### src/core/cpd_map.svh
// Register offsets, field positions and reset values of the command decode.
// Assumes an 8-bit I/O port bus with single-cycle read and write strobes.
// Contract
// A command-port write with bit 4 low and bit 3 high goes to control word three.
// A command-port write with bit 4 low and bit 3 low goes to control word two.
// A command-port write with bit 4 high is init word one, whatever else it holds.
// Special mask field code 10 clears special mask mode, 11 sets it, 00 and 01 do nothing.
// Bit 2 set in a control word three write issues a poll command.
// Status select code 10 picks the request register, 11 the in-service one, else no change.
// Software writes bit 7 of control word three as zero; reads of the port return status.
// With the cascade enable bit low, control word writes change no other register.
// A write-only init word two at the data port holds vector base and legacy address bits.
// Each vector is the five base bits above the three-bit request level.
// Init word one resets the sequence; data writes step through words two, three, four.
// After a poll, the next command read returns present flag and top level, and acks it.
// The status read selection persists until a selecting control word three write.
`ifndef CPD_MAP_SVH
`define CPD_MAP_SVH
`define CPD_CMD_PORT       8'h24
`define CPD_DATA_PORT      8'h25
`define CPD_BIT_ICW1_SEL   4
`define CPD_BIT_OCW3_SEL   3
`define CPD_BIT_POLL       2
`define CPD_BIT_WORD_FOUR  0
`define CPD_SMM_HI         6
`define CPD_SMM_LO         5
`define CPD_RRS_HI         1
`define CPD_RRS_LO         0
`define CPD_VEC_HI         7
`define CPD_VEC_LO         3
`define CPD_SMM_CLEAR      2'h2
`define CPD_SMM_SET        2'h3
`define CPD_RRS_REQ        2'h2
`define CPD_RRS_ISR        2'h3
`define CPD_RST_VEC_BASE   5'h00
`define CPD_RST_SEL_ISR    1'b0
`endif

### src/core/cpd_pkg.sv
// Types shared by the command decode.
// Assumes the constants header is included by the design file.
package cpd_pkg;
  typedef enum logic [1:0] {
    CPD_IDLE,
    CPD_WANT_W2,
    CPD_WANT_W3,
    CPD_WANT_W4
  } cpd_init_type;
endpackage

### src/core/cpd_command_decode.sv
// Command and data port write decode of the cascaded slave controller.
// Assumes one-cycle wr_strobe/rd_strobe pulses with port_addr valid alongside.
`timescale 1ns/1ps
`include "cpd_map.svh"
module cpd_command_decode (
  input  wire logic       clock,
  input  wire logic       srst,
  input  wire logic       cascade_enable_bit,
  input  wire logic [7:0] port_addr,
  input  wire logic [7:0] wr_data,
  input  wire logic       wr_strobe,
  input  wire logic       rd_strobe,
  input  wire logic [7:0] request_status_reg,
  input  wire logic [7:0] in_service_status_reg,
  output logic      [7:0] rd_data,
  output logic            special_mask_mode,
  output logic            ocw2_write,
  output logic      [7:0] ocw2_data,
  output logic            icw1_write,
  output logic            poll_ack,
  output logic      [2:0] poll_ack_level,
  output logic      [7:0] vector_base,
  output logic            word_four_needed_flag,
  output logic            init_done,
  output logic      [2:0] request_level,
  output logic      [7:0] interrupt_vector
);

  logic [4:0]              vector_base_bits_reg;
  logic [2:0]              legacy_address_bits_reg;
  logic                    select_isr_reg;
  logic                    smm_reg;
  logic                    poll_pending_reg;
  logic                    word_four_reg;
  cpd_pkg::cpd_init_type   init_reg;
  logic                    cmd_wr;
  logic                    data_wr;
  logic                    word_two_wr;
  logic                    cmd_rd;
  logic                    is_icw1;
  logic                    ocw3_wr;
  logic                    is_ocw2;
  logic                    poll_hit;
  logic [2:0]              poll_level;

  // Lowest set bit is highest priority (fixed priority, rotation lives elsewhere)
  function automatic logic [2:0] top_level(input logic [7:0] req);
    top_level = 3'h0;
    for (int i = 7; i >= 0; i--) begin
      if (req[i]) begin
        top_level = 3'(i);
      end
    end
  endfunction

  // Address compare shared by the write and read decode
  function automatic logic port_hit(input logic [7:0] addr, input logic [7:0] target);
    port_hit = (addr == target);
  endfunction

  // Port decode; a bypassed slave ignores control words entirely
  assign cmd_wr  = wr_strobe && port_hit(port_addr, `CPD_CMD_PORT) && cascade_enable_bit;
  assign data_wr = wr_strobe && port_hit(port_addr, `CPD_DATA_PORT) && cascade_enable_bit;
  assign cmd_rd  = rd_strobe && port_hit(port_addr, `CPD_CMD_PORT);
  assign is_icw1 = cmd_wr && wr_data[`CPD_BIT_ICW1_SEL];
  assign ocw3_wr = cmd_wr && !wr_data[`CPD_BIT_ICW1_SEL] && wr_data[`CPD_BIT_OCW3_SEL];
  // Only the first data write after word one carries the vector base
  assign word_two_wr = data_wr && (init_reg == cpd_pkg::CPD_WANT_W2);
  assign is_ocw2 = cmd_wr && !wr_data[`CPD_BIT_ICW1_SEL] && !wr_data[`CPD_BIT_OCW3_SEL];
  assign poll_hit   = |request_status_reg;
  assign poll_level = top_level(request_status_reg);

  // Word-two strobe, one pulse per accepted write
  always_ff @(posedge clock) begin
    if (srst) begin
      ocw2_write <= 1'b0;
    end else begin
      ocw2_write <= is_ocw2;
    end
  end

  // Word-two data held until the next word-two write, so the pulse can be late-sampled
  always_ff @(posedge clock) begin
    if (srst) begin
      ocw2_data <= 8'h00;
    end else if (is_ocw2) begin
      ocw2_data <= wr_data;
    end
  end

  // Word-one strobe; restarts whatever init sequence was under way
  always_ff @(posedge clock) begin
    if (srst) begin
      icw1_write <= 1'b0;
    end else begin
      icw1_write <= is_icw1;
    end
  end

  // Special mask mode; codes 00 and 01 leave it alone
  always_ff @(posedge clock) begin
    if (srst) begin
      smm_reg <= 1'b0;
    end else if (ocw3_wr) begin
      if (wr_data[`CPD_SMM_HI:`CPD_SMM_LO] == `CPD_SMM_SET) begin
        smm_reg <= 1'b1;
      end else if (wr_data[`CPD_SMM_HI:`CPD_SMM_LO] == `CPD_SMM_CLEAR) begin
        smm_reg <= 1'b0;
      end
    end
  end

  // Status selection sticks until a selecting code arrives
  always_ff @(posedge clock) begin
    if (srst) begin
      select_isr_reg <= `CPD_RST_SEL_ISR;
    end else if (ocw3_wr && wr_data[`CPD_RRS_HI]) begin
      select_isr_reg <= wr_data[`CPD_RRS_LO];
    end
  end

  // Poll arms on word three, consumed by the next command read
  always_ff @(posedge clock) begin
    if (srst) begin
      poll_pending_reg <= 1'b0;
    end else if (ocw3_wr) begin
      poll_pending_reg <= wr_data[`CPD_BIT_POLL];
    end else if (cmd_rd) begin
      poll_pending_reg <= 1'b0;
    end
  end

  // Poll acknowledge, only when a request was really pending
  always_ff @(posedge clock) begin
    if (srst) begin
      poll_ack <= 1'b0;
    end else begin
      poll_ack <= cmd_rd && poll_pending_reg && poll_hit;
    end
  end

  // Level handed on with the acknowledge; held until the next poll read
  always_ff @(posedge clock) begin
    if (srst) begin
      poll_ack_level <= 3'h0;
    end else if (cmd_rd && poll_pending_reg) begin
      poll_ack_level <= poll_level;
    end
  end

  // Read data: poll answer first, else selected status; never the written word
  always_ff @(posedge clock) begin
    if (srst) begin
      rd_data <= 8'h00;
    end else if (cmd_rd && poll_pending_reg) begin
      rd_data <= {poll_hit, 4'h0, poll_level};
    end else if (cmd_rd) begin
      rd_data <= select_isr_reg ? in_service_status_reg : request_status_reg;
    end
  end

  // Init sequence; word three is mandatory since single mode is fixed off
  always_ff @(posedge clock) begin
    if (srst) begin
      init_reg <= cpd_pkg::CPD_IDLE;
    end else if (is_icw1) begin
      init_reg <= cpd_pkg::CPD_WANT_W2;
    end else if (data_wr) begin
      unique case (init_reg)
        cpd_pkg::CPD_WANT_W2: init_reg <= cpd_pkg::CPD_WANT_W3;
        cpd_pkg::CPD_WANT_W3: begin
          init_reg <= word_four_reg ? cpd_pkg::CPD_WANT_W4 : cpd_pkg::CPD_IDLE;
        end
        cpd_pkg::CPD_WANT_W4: init_reg <= cpd_pkg::CPD_IDLE;
        cpd_pkg::CPD_IDLE:    init_reg <= cpd_pkg::CPD_IDLE;
      endcase
    end
  end

  // Word-four request flag, taken afresh from every word one
  always_ff @(posedge clock) begin
    if (srst) begin
      word_four_reg <= 1'b0;
    end else if (is_icw1) begin
      word_four_reg <= wr_data[`CPD_BIT_WORD_FOUR];
    end
  end

  // Base vector bits from word two
  always_ff @(posedge clock) begin
    if (srst) begin
      vector_base_bits_reg <= `CPD_RST_VEC_BASE;
    end else if (word_two_wr) begin
      vector_base_bits_reg <= wr_data[`CPD_VEC_HI:`CPD_VEC_LO];
    end
  end

  // Legacy address bits; shown on the base output, never part of the vector
  always_ff @(posedge clock) begin
    if (srst) begin
      legacy_address_bits_reg <= 3'h0;
    end else if (word_two_wr) begin
      legacy_address_bits_reg <= wr_data[2:0];
    end
  end

  // Top pending level, registered alongside the vector so the two agree
  always_ff @(posedge clock) begin
    if (srst) begin
      request_level <= 3'h0;
    end else begin
      request_level <= poll_level;
    end
  end

  // Vector output: base bits over the current top request level
  always_ff @(posedge clock) begin
    if (srst) begin
      interrupt_vector <= 8'h00;
    end else begin
      interrupt_vector <= {vector_base_bits_reg, poll_level};
    end
  end

  assign special_mask_mode     = smm_reg;
  assign vector_base           = {vector_base_bits_reg, legacy_address_bits_reg};
  assign word_four_needed_flag = word_four_reg;
  assign init_done             = (init_reg == cpd_pkg::CPD_IDLE);

endmodule

### config.mk
export PLATFORM = sky130hd
export DESIGN_NAME = cpd_command_decode
export DESIGN_NICKNAME = d
export VERILOG_FILES = /design/src/core/cpd_pkg.sv /design/src/core/cpd_command_decode.sv
export VERILOG_INCLUDE_DIRS = /design/src /design/src/core
export SDC_FILE = /design/constraint.sdc
export NUM_CORES = 1
export LEC_CHECK = 0
export ABC_AREA = 1
export BUFFER_PORTS_ARGS = -buffer_cell sky130_fd_sc_hd__buf_2
export CORE_ASPECT_RATIO = 1.5
export CORE_MARGIN = 1
export CORE_UTILIZATION = 25
export CTS_CLUSTER_DIAMETER = 80
export DETAILED_ROUTE_END_ITERATION = 8
export PLACE_DENSITY_LB_ADDON = 0.05
export SLEW_MARGIN = 10
export SYNTH_ARGS = -nofsm -noshare
export SYNTH_HDL_FRONTEND = slang
export SYNTH_SLANG_ARGS = --single-unit
### constraint.sdc
create_clock -name clock -period 1.5 [get_ports clock]
set_input_delay 0 -clock clock [delete_from_list [all_inputs] [get_ports clock]]
set_output_delay 0 -clock clock [all_outputs]
set_load 0.01 [all_outputs]
-- Yosys cells after proc, flatten, opt, wreduce, memory -nomap -nowiden
Index checks and enable logic that the tools add are counted.
- register bits after elaboration: 47
- bits of input ports: 37
- output and inout port bits: 44
- word-level logic and storage cells: 68
- equal/unequal tests: 7
- mux-type cells: 19
- reductions and logical operators: 25
- operators with widths (cell ; count):
    $mux W3 ; 8
    $mux W8 ; 3
    $eq A8 B6 Y1 const B ; 2
    $logic_and A1 B1 Y1 ; 13
    $eq A2 B2 Y1 const B ; 4
    $reduce_bool A2 Y1 ; 4
    $reduce_or A8 Y1 ; 1
    $mux W1 ; 6
    $pmux W2 S3 ; 1
    $reduce_or A2 Y1 ; 3
    $eq A2 B1 Y1 const B ; 1
    $logic_not A1 Y1 ; 2
    $logic_not A2 Y1 ; 1
    $mux W2 ; 1
    $reduce_and A2 Y1 ; 1

-- Logic depth before layout (Yosys ltp)
Gate-level depths: netlist of the first run.
- depth in word-level cells: 9
- depth in mapped cells: 10
- depth with buffers taken out: 9

-- Worst setup path before layout of the first run
Ideal clock, no wire load.
- kind: register -> register
- start point: register select_isr_reg
- end point: register rd_data[7]
- library setup time: 0.128 ns
- arrival time: 0.977 ns
- required time: 1.372 ns
- path slack: 0.396 ns
- stages on the path, launching flop included: 8
- path buffers: 2
- period minus slack after synthesis: 1.104 ns
- path through: dfxtp_1 -> clkbuf_1 -> buf_2 -> o21ai_0 -> nand2_1 -> nand2_1 -> nor2_1 -> nor2_1
- longest elaborated chain between the ends: 3
- ends and longest elaborated chain (element ; line ; text):
    start, declared ; cpd_command_decode.sv:31 ; logic select_isr_reg;
    start signal, assigned ; cpd_command_decode.sv:116 ; select_isr_reg <= `CPD_RST_SEL_ISR;
    start signal, assigned ; cpd_command_decode.sv:118 ; select_isr_reg <= wr_data[`CPD_RRS_LO];
    $mux W8 ; cpd_command_decode.sv:158 ; rd_data <= select_isr_reg ? in_service_status_reg : request_status_reg;
    $mux W8 ; cpd_command_decode.sv:157 ; end else if (cmd_rd) begin
    $mux W8 ; cpd_command_decode.sv:155 ; end else if (cmd_rd && poll_pending_reg) begin
    end signal, assigned ; cpd_command_decode.sv:156 ; rd_data <= {poll_hit, 4'h0, poll_level};
    end signal, assigned ; cpd_command_decode.sv:158 ;
    end, declared ; cpd_command_decode.sv:15 ; output logic [7:0] rd_data,
Every way passes these cells. The select of a mux whose other input is x is not followed.
A chain may end at the register's enable or synchronous reset.

-- Worst setup path in the final report of the first run
- start point: register select_isr_reg
- end point: register rd_data[0]
The elaborated chain is that of the path after synthesis.

==> run summary, run 1 <==
Clock-pin slew was measured on the worst setup and hold paths at 0.06 ns. Using the TritonRoute via totals, the vias-per-cell ratio works out to 4.12. The worst hold slack is 0.0167 ns. Max-cap violations in this run came to 0. Grouping stages by cell kind, the critical path spends the most delay in flip-flops.

In this run the remaining antenna-violating nets after routing total 0. The area overhead of the layout relative to synthesis is 33.2%. The instance area at placement came out at 2490 um2. At the pin with the least slew margin, the transition time is 0.452 ns. The starting density of the core came out at 26.1%.

The min-delay analysis places its worst path in the category input port to flip-flop. The number of endpoints with negative hold slack in the final report is 0. For this run, the top clock speed supported by timing is 838 MHz. The tree is rooted in a clkbuf_16. The worst setup path is launched from a flip-flop. The weighted congestion reported at the end of routability-driven placement is 0.753. The number of nets handed over by synthesis was 331. The post-cts sizing count came out at 0. The final max-slew violation count came out at 0.

Of the cells placed in the final design, the portion with a size suffix greater than 1 is 28.3%. In this run the tool buffered the top-level ports with 80 buffer cells. The placed wire-length estimate after detailed placement came out at 4.28 mm. After layout, the worst path uses 79.5% of the clock period. The launching instance or port of the critical path is select_isr_reg.

The maximum ir drop on the vdd rail came out at 607 uV. The time the final worst path needs with I/O delays and setup came out at 1.19 ns. The clock sink count is 44. The worst setup path is of the flip-flop to flip-flop kind. The total overflow reported by the global router is 0. The number of CTS-inserted buffers came out at 5. The count of buffer and inverter cells on the critical path came out at 1. The worst register-to-register path begins at select_isr_reg. The synthesized area per cell is 6.92 um2.

The slowest stage of the critical path belongs to the cell dfxtp_1. The final number of setup-violating endpoints came out at 0. The startpoint of the worst hold path is wr_data[1].

The maximum clock skew at final layout came out at 0.00480 ns. The die is 75.3 um wide. The initial antenna violation count is 0. The remaining max-slew budget at the tightest pin is 69.8%.

The leakage power of the design is 1.39 nW. Setup repair after global routing left no endpoint under its margin. After routing, the total negative slack on setup checks comes to 0 ns.

The routed wire length is 5.52 mm. The number of placed I/O pins came out at 81. The floorplan has 39 rows. The H-tree generated during clock tree synthesis spans 2 levels.

The clock tree from TritonCTS is built. The worst register-to-register path has a setup slack of 0.31 ns. The arrival time reported for the critical path endpoint is 1.41 ns. Summing all non-filler instances in the final layout gives an area of 2680 um2.

The later-pin clock latency in the skew report came out at 0.28 ns. The cell area that synthesis handed to floorplanning was 2010 um2. The count of routing violations after the opening detailed-route iteration came out at 47. The core area is 7710 um2. The largest fanout of any net on the critical path is 17.

The flow ran to the end, and the final reports show no timing, DRC or antenna violations. The total global-route track usage is 14.3%. The detailed-route DRC error count is 0. The critical path goes through nand2_1, o21ai_0, nand4_1, nand2_1, inv_1, a21oi_1. The post-synthesis cell type count came out at 23. The critical path endpoint category is a flip-flop. The delay contributed by the slowest stage of the critical path is 0.60 ns. Entering global routing, the biggest net connects 27 pins. The length of the first detailed-routing pass in iterations came out at 4. The synthesized flop and latch total is 44. Sequential cells were found to cover 43.7% of the synthesized design area. For this run, the post-layout net count is 414. The first global-routing pass estimated 9.11 mm of wire.

The worst-case clock buffer depth came out at 2. The power density relative to cell area came out at 920 nW/um2. After detailed routing, the average wire length per cell comes to 11.6 um. The largest registers in the layout are ocw2_data: 8 flops, rd_data: 8 flops, interrupt_vector: 6 flops. The die area came out at 8430 um2. The cell count after synthesis came out at 291. The cell that appears most often on the critical path is nand2_1.

The overall die height is 112 um. At the worst endpoint, the required time is 1.72 ns. The number of antenna repair diodes came out at 0. The number of vias in the routed layout came out at 1964. The number of synthesis warnings is 0.

The via count of the first global-routing pass came out at 1979.
-- cells by family (layout without fill, tap and decap cells) --
kind of cell | Yosys count | count (layout) | synth area share (%)
AOI/OAI and AO/OA | 29 | 29 | 7.45
adders and majority gates | 3 | 3 | 1.86
and+or+nand+nor | 156 | 156 | 34.2
DFF | 44 | 44 | 43.7
buffers and inverters | 59 | 143 | 12.7
-- layout by cell type, fill, tap and decap left out, types with 2 or more instances in the layout --
| cell | count |
|---|---|
| dfxtp_1 | 44 |
| nand3_2 | 3 |
| nor2_4 | 4 |
| ha_1 | 3 |
| o21ai_0 | 20 |
| nand4_1 | 6 |
| nand2_2 | 3 |
| buf_2 | 80 |
| inv_1 | 45 |
| buf_4 | 3 |
| nand3_1 | 12 |
| inv_2 | 2 |
| a21oi_1 | 7 |
| nand2_1 | 60 |
| clkbuf_16 | 5 |
| nor2_1 | 64 |
| clkinvlp_4 | 2 |
| dlygate4sd3_1 | 4 |
| o21a_1 | 2 |
-- cells in the mapped netlist --
cell	count	share of area (%)
inv_2	2	0.37
buf_2	1	0.25
nand2_1	60	11
clkinv_1	1	0.19
nand2_4	1	0.56
nor2_4	4	2.2
nand3_1	12	3.0
nand3_2	3	1.5
buf_6	3	1.7
nor2_1	64	12
clkbuf_1	4	0.75
dfxtp_1	44	44
nand4_1	6	1.9
nor3_2	1	0.50
inv_1	45	8.4
o21a_1	2	0.75
a21oi_1	7	1.7
nand2_2	3	0.93
buf_4	3	1.1
o21ai_0	20	5.0
nor3_1	1	0.25
nor2_2	1	0.31
ha_1	3	1.9
-- worst paths after layout --
path	endpoint	cells after the start
min	ocw2_data[1]	3
max reg2reg	rd_data[0]	6
min reg2reg	interrupt_vector[7]	2
max	rd_data[0]	6
-- through the flow --
| stage | utilization (%) | setup WS (ns) | total power [mW] | instances |
|---|---|---|---|---|
| 2_1_floorplan | - | 0.396 | 1.28 | 291 |
| 3_3_place_gp | 32.3 | 0.309 | 1.37 | 465 |
| 3_5_place_dp | 32.3 | 0.312 | 1.36 | 465 |
| 4_1_cts | 34.8 | 0.300 | 2.52 | 477 |
| 5_1_grt | 34.8 | 0.209 | 2.58 | 477 |
| 6_report | 34.8 | 0.307 | 2.47 | 477 |
-- layer usage --
layer | up-vias | routed length [um] | track usage, %
met5 | - | 0 | 0
met4 | 0 | 50 | 5.56
met3 | 4 | 278 | 2.62
met2 | 58 | 2880 | 25.0
met1 | 859 | 2310 | 16.6
li1 | 1043 | - | -
-- worst register-to-register path: stages (launching register included) --
cell and delay [ns]:
dfxtp_1 0.60, nand2_1 0.08, o21ai_0 0.11, nand4_1 0.13, nand2_1 0.08, inv_1 0.04, a21oi_1 0.10
-- layout make-up --
class	instances	area, um2
Clock buffer	6	139
Clock inverter	2	15.0
Fill cell	880	5030
Inverter	48	180
Multi-Input combinational cell	188	877
Sequential cell	44	881
Tap cell	102	128
Timing Repair Buffer	87	463
-- where the power goes --
group          internal, mW  switching, mW  leakage, nW
clock network         0.662          0.463       0.0691
logic                0.0689          0.102        0.963
registers              1.17        0.00122        0.355
-- repair_timing --
action / 4_1_cts / 5_1_grt
buffers inserted: 0 / 0
hold buffers: 4 / 0
hold endpoints to repair: 4 / 0
No activity file was read; power rests on OpenSTA's default activity.
==> inputs of run 2 (changes only) <==
==> constraint.sdc (replaced) <==
create_clock -name clock -period 1.03 [get_ports clock]
set_input_delay 0 -clock clock [delete_from_list [all_inputs] [get_ports clock]]
set_output_delay 0 -clock clock [all_outputs]
set_load 0.01 [all_outputs]
==> run 2 against run 1 <==
The flow now finishes with violations (setup timing); largest power group is now clock; global-route usage fell by 0.33 points; fmax rose by 13%; first-iteration DRC count fell by 30%; combinational power rose by 57%.
==> run summary, run 2 (synthesized netlist as in run 1, its figures left out) <==
The number of antenna repair diodes came out at 0 (unchanged). The initial antenna violation count came to 0 (unchanged). The final reports fail on setup timing. The horizontal extent of the die came out at 75.3 um (unchanged).

The via count of the first global-routing pass was 1955 (-1.2%). The placed wire-length estimate after detailed placement is 4.26 mm (-0.43%). The min-delay analysis places its worst path in the category input port to flip-flop. The proportion of layout cells with a drive suffix above 1 is 35.2% (+7.0 points). The area overhead of the layout relative to synthesis came out at 44.7%. The time the final worst path needs with I/O delays and setup came out at 1.05 ns (-0.138 ns). The number of filler cells placed in the layout is 889 (+1.0%). The starting density of the core was 26.1% (unchanged). The total of max-cap violations is 0 (unchanged). The worst setup path is launched from a flip-flop. The routed wire length came to 5.73 mm (+3.8%). The instance area at placement is 2600 um2 (+4.4%).

The detailed-route DRC error count is 0 (unchanged). The pin slew with the least headroom to its limit is 0.450 ns (-0.00188 ns). The weighted congestion reported at the end of routability-driven placement came to 0.722 (-4.2%).

In this run the most critical hold path is launched from wr_data[0]. The post-route clock period utilization came out at 102% (+23 points). The number of routed nets with antenna violations was 0 (unchanged). TritonCTS built the clock tree.

The most critical setup path has its startpoint at init_reg[1]. The core area was 7710 um2 (unchanged). The maximum clock skew at final layout came out at 0.00403 ns (-0.000763 ns). The number of buffers added on ports came to 80 (unchanged). The utilization after layout is 37.8% (+3.0 points). The number of CTS-inserted buffers came out at 5 (unchanged). The number of vias in the routed layout is 2053 (+4.5%). The later-pin clock latency in the skew report came out at 0.28 ns (about the same). The worst-case clock buffer depth came out at 2 (unchanged).

The setup slack of the worst register-to-register path came out at -0.02 ns (-0.33 ns). The part of the total power dissipated in combinational logic is 7.0% (about the same). The critical path endpoint category is a flip-flop. The cell-internal power came out at 2.97 mW (+56%).

The fraction of power consumed by the clock network was 48.6% (+3.0 points). Leaving out fill and tap cells, the most frequent cells in the layout are buf_2, nor2_1, nand2_1, inv_1, dfxtp_1. The total number of nets in the final design is 428 (+3.4%). The maximum number of pins on one net before global-route repair is 27 (unchanged).

The length of the first detailed-routing pass in iterations is 4 (unchanged). The net switching power came to 0.864 mW (+53%). The leakage power of the design was 1.49 nW (+7.2%). The total area of sequential cells came out at 890 um2 (+0.99%). The die area came to 8430 um2 (unchanged). The detail-routed via count per cell came to 4.18 (+1.6%).

The highest achievable clock rate came out at 948 MHz (+13%). The final number of setup-violating endpoints is 4 (+4). The wire length of the first global-routing pass is 8.78 mm (-3.6%). The total overflow reported by the global router was 0 (unchanged). The flow ran to the end, but the final reports show violations. The number of placed I/O pins is 81 (unchanged). The total global-route track usage came out at 13.9% (-0.33 points). The arrival time reported for the critical path endpoint is 1.24 ns (-0.17 ns).

The sequential fraction of design power is 44.4% (-3.1 points). The worst hold slack is 0.00578 ns (-0.0109 ns). The count of routing violations after the opening detailed-route iteration is 33 (-30%).

The clock slew at the register clock pins of the worst setup and hold paths is 0.07 ns (about the same). Setup repair after global routing could not meet its margin everywhere. The setup slack of the critical path after layout came out at -0.0248 ns (-0.332 ns). The depth of the most critical reg-to-reg path is 6 (unchanged).

The remaining max-slew budget at the tightest pin came out at 69.9% (about the same). The detailed-route wire length per cell came out at 11.7 um (+0.88%). The clock sink count was 44 (unchanged). The launch instance of the worst register-to-register path is init_reg[1]. The share of total power consumed by net switching is 22.6% (-0.37 points).

The worst setup path is of the flip-flop to flip-flop kind. The final max-slew violation count is 0 (unchanged). The maximum level of the CTS H-tree is 2 (unchanged). For hold timing, the worst endpoint is ocw2_data[0]. The largest registers in the layout are ocw2_data: 8 flops, rd_data: 8 flops, interrupt_vector: 6 flops. The depth of the worst hold-timing path was 3 (unchanged).

The standard-cell row count is 39 (unchanged). The largest fanout of any net on the critical path came to 2 (-15). The overall die height came out at 112 um (unchanged). In this run the critical register-to-register path is captured at init_reg[1].

The post-layout instance area came to 2920 um2 (+8.7%). The maximum ir drop on the vdd rail is 671 uV (+11%). The multi-input logic area came out at 961 um2 (+9.6%). In this run the clock root is driven by a clkbuf_16. The number of endpoints with negative hold slack in the final report came to 0 (unchanged). The library cell used most frequently in the layout, excluding fill and tap cells, is buf_2.

The critical path data required time came out at 1.21 ns (-0.51 ns). The power density relative to cell area is 1310 nW/um2 (+43%).
## run 2: per-layer routing
layer  track usage [%]  up-vias  routed length, um  share of wire, %
met5                 0        -                  0                 0
met4              5.19        0                 85               1.5
met3              3.08        7                274               4.8
met2              26.1       54               3060                53
met1              14.4      915               2310                40
li1                  -     1077                  -                 -
## run 2: stage by stage
stage | TNS, ns | total power, mW | instances | setup WS [ns]
5_1_grt | -0.513 | 3.99 | 491 | -0.0860
4_1_cts | -0.329 | 3.89 | 488 | -0.0478
3_5_place_dp | -2.95 | 2.00 | 478 | -0.173
2_1_floorplan | 0 | 1.86 | 291 | 0.00300
6_report | -0.0544 | 3.83 | 491 | -0.0248
3_3_place_gp | -2.46 | 2.00 | 478 | -0.146
## run 2: power by group through the flow
| stage | Clock, mW | Sequential [mW] | Combinational, mW |
|---|---|---|---|
| 2_1_floorplan | 0 | 1.75 | 0.112 |
| 3_3_place_gp | 0 | 1.75 | 0.258 |
| 3_5_place_dp | 0 | 1.75 | 0.257 |
| 4_1_cts | 1.92 | 1.71 | 0.267 |
| 5_1_grt | 1.98 | 1.70 | 0.303 |
| 6_report | 1.86 | 1.70 | 0.268 |
## run 2: cell type report
type	instances	area share (%)
Sequential cell	44	30.5
Clock inverter	3	1.59
Tap cell	102	4.38
Multi-Input combinational cell	189	33.0
Clock buffer	5	4.29
Timing Repair Buffer	100	19.8
Inverter	48	6.44
## run 2: what timing repair did
item | in CTS | in global routing
gates resized for setup | 16 | 21
hold buffers | 2 | 0
hold endpoints to repair | 4 | 0
setup endpoints to repair | 17 | 18
buffers inserted | 0 | 2
cloned | 0 | 1
pin swaps | 1 | 1
## run 2: worst max-delay path by stage
stage	slack, ns	cells past startpoint	to
2_1_floorplan	0.003	7	rd_data[7]
3_3_place_gp	-0.15	7	vector_base_bits_reg[4]
3_5_place_dp	-0.17	8	legacy_address_bits_reg[0]
4_1_cts	-0.05	6	init_reg[1]
5_1_grt	-0.09	6	init_reg[1]
6_report	-0.02	6	init_reg[1]
## run 2: critical path: stages (launching register included)
cell and delay (ns):
dfxtp_2 0.32, buf_4 0.13, ha_4 0.15, nand2_2 0.07, nand3_2 0.10, a21oi_2 0.14
nor2_1 0.04
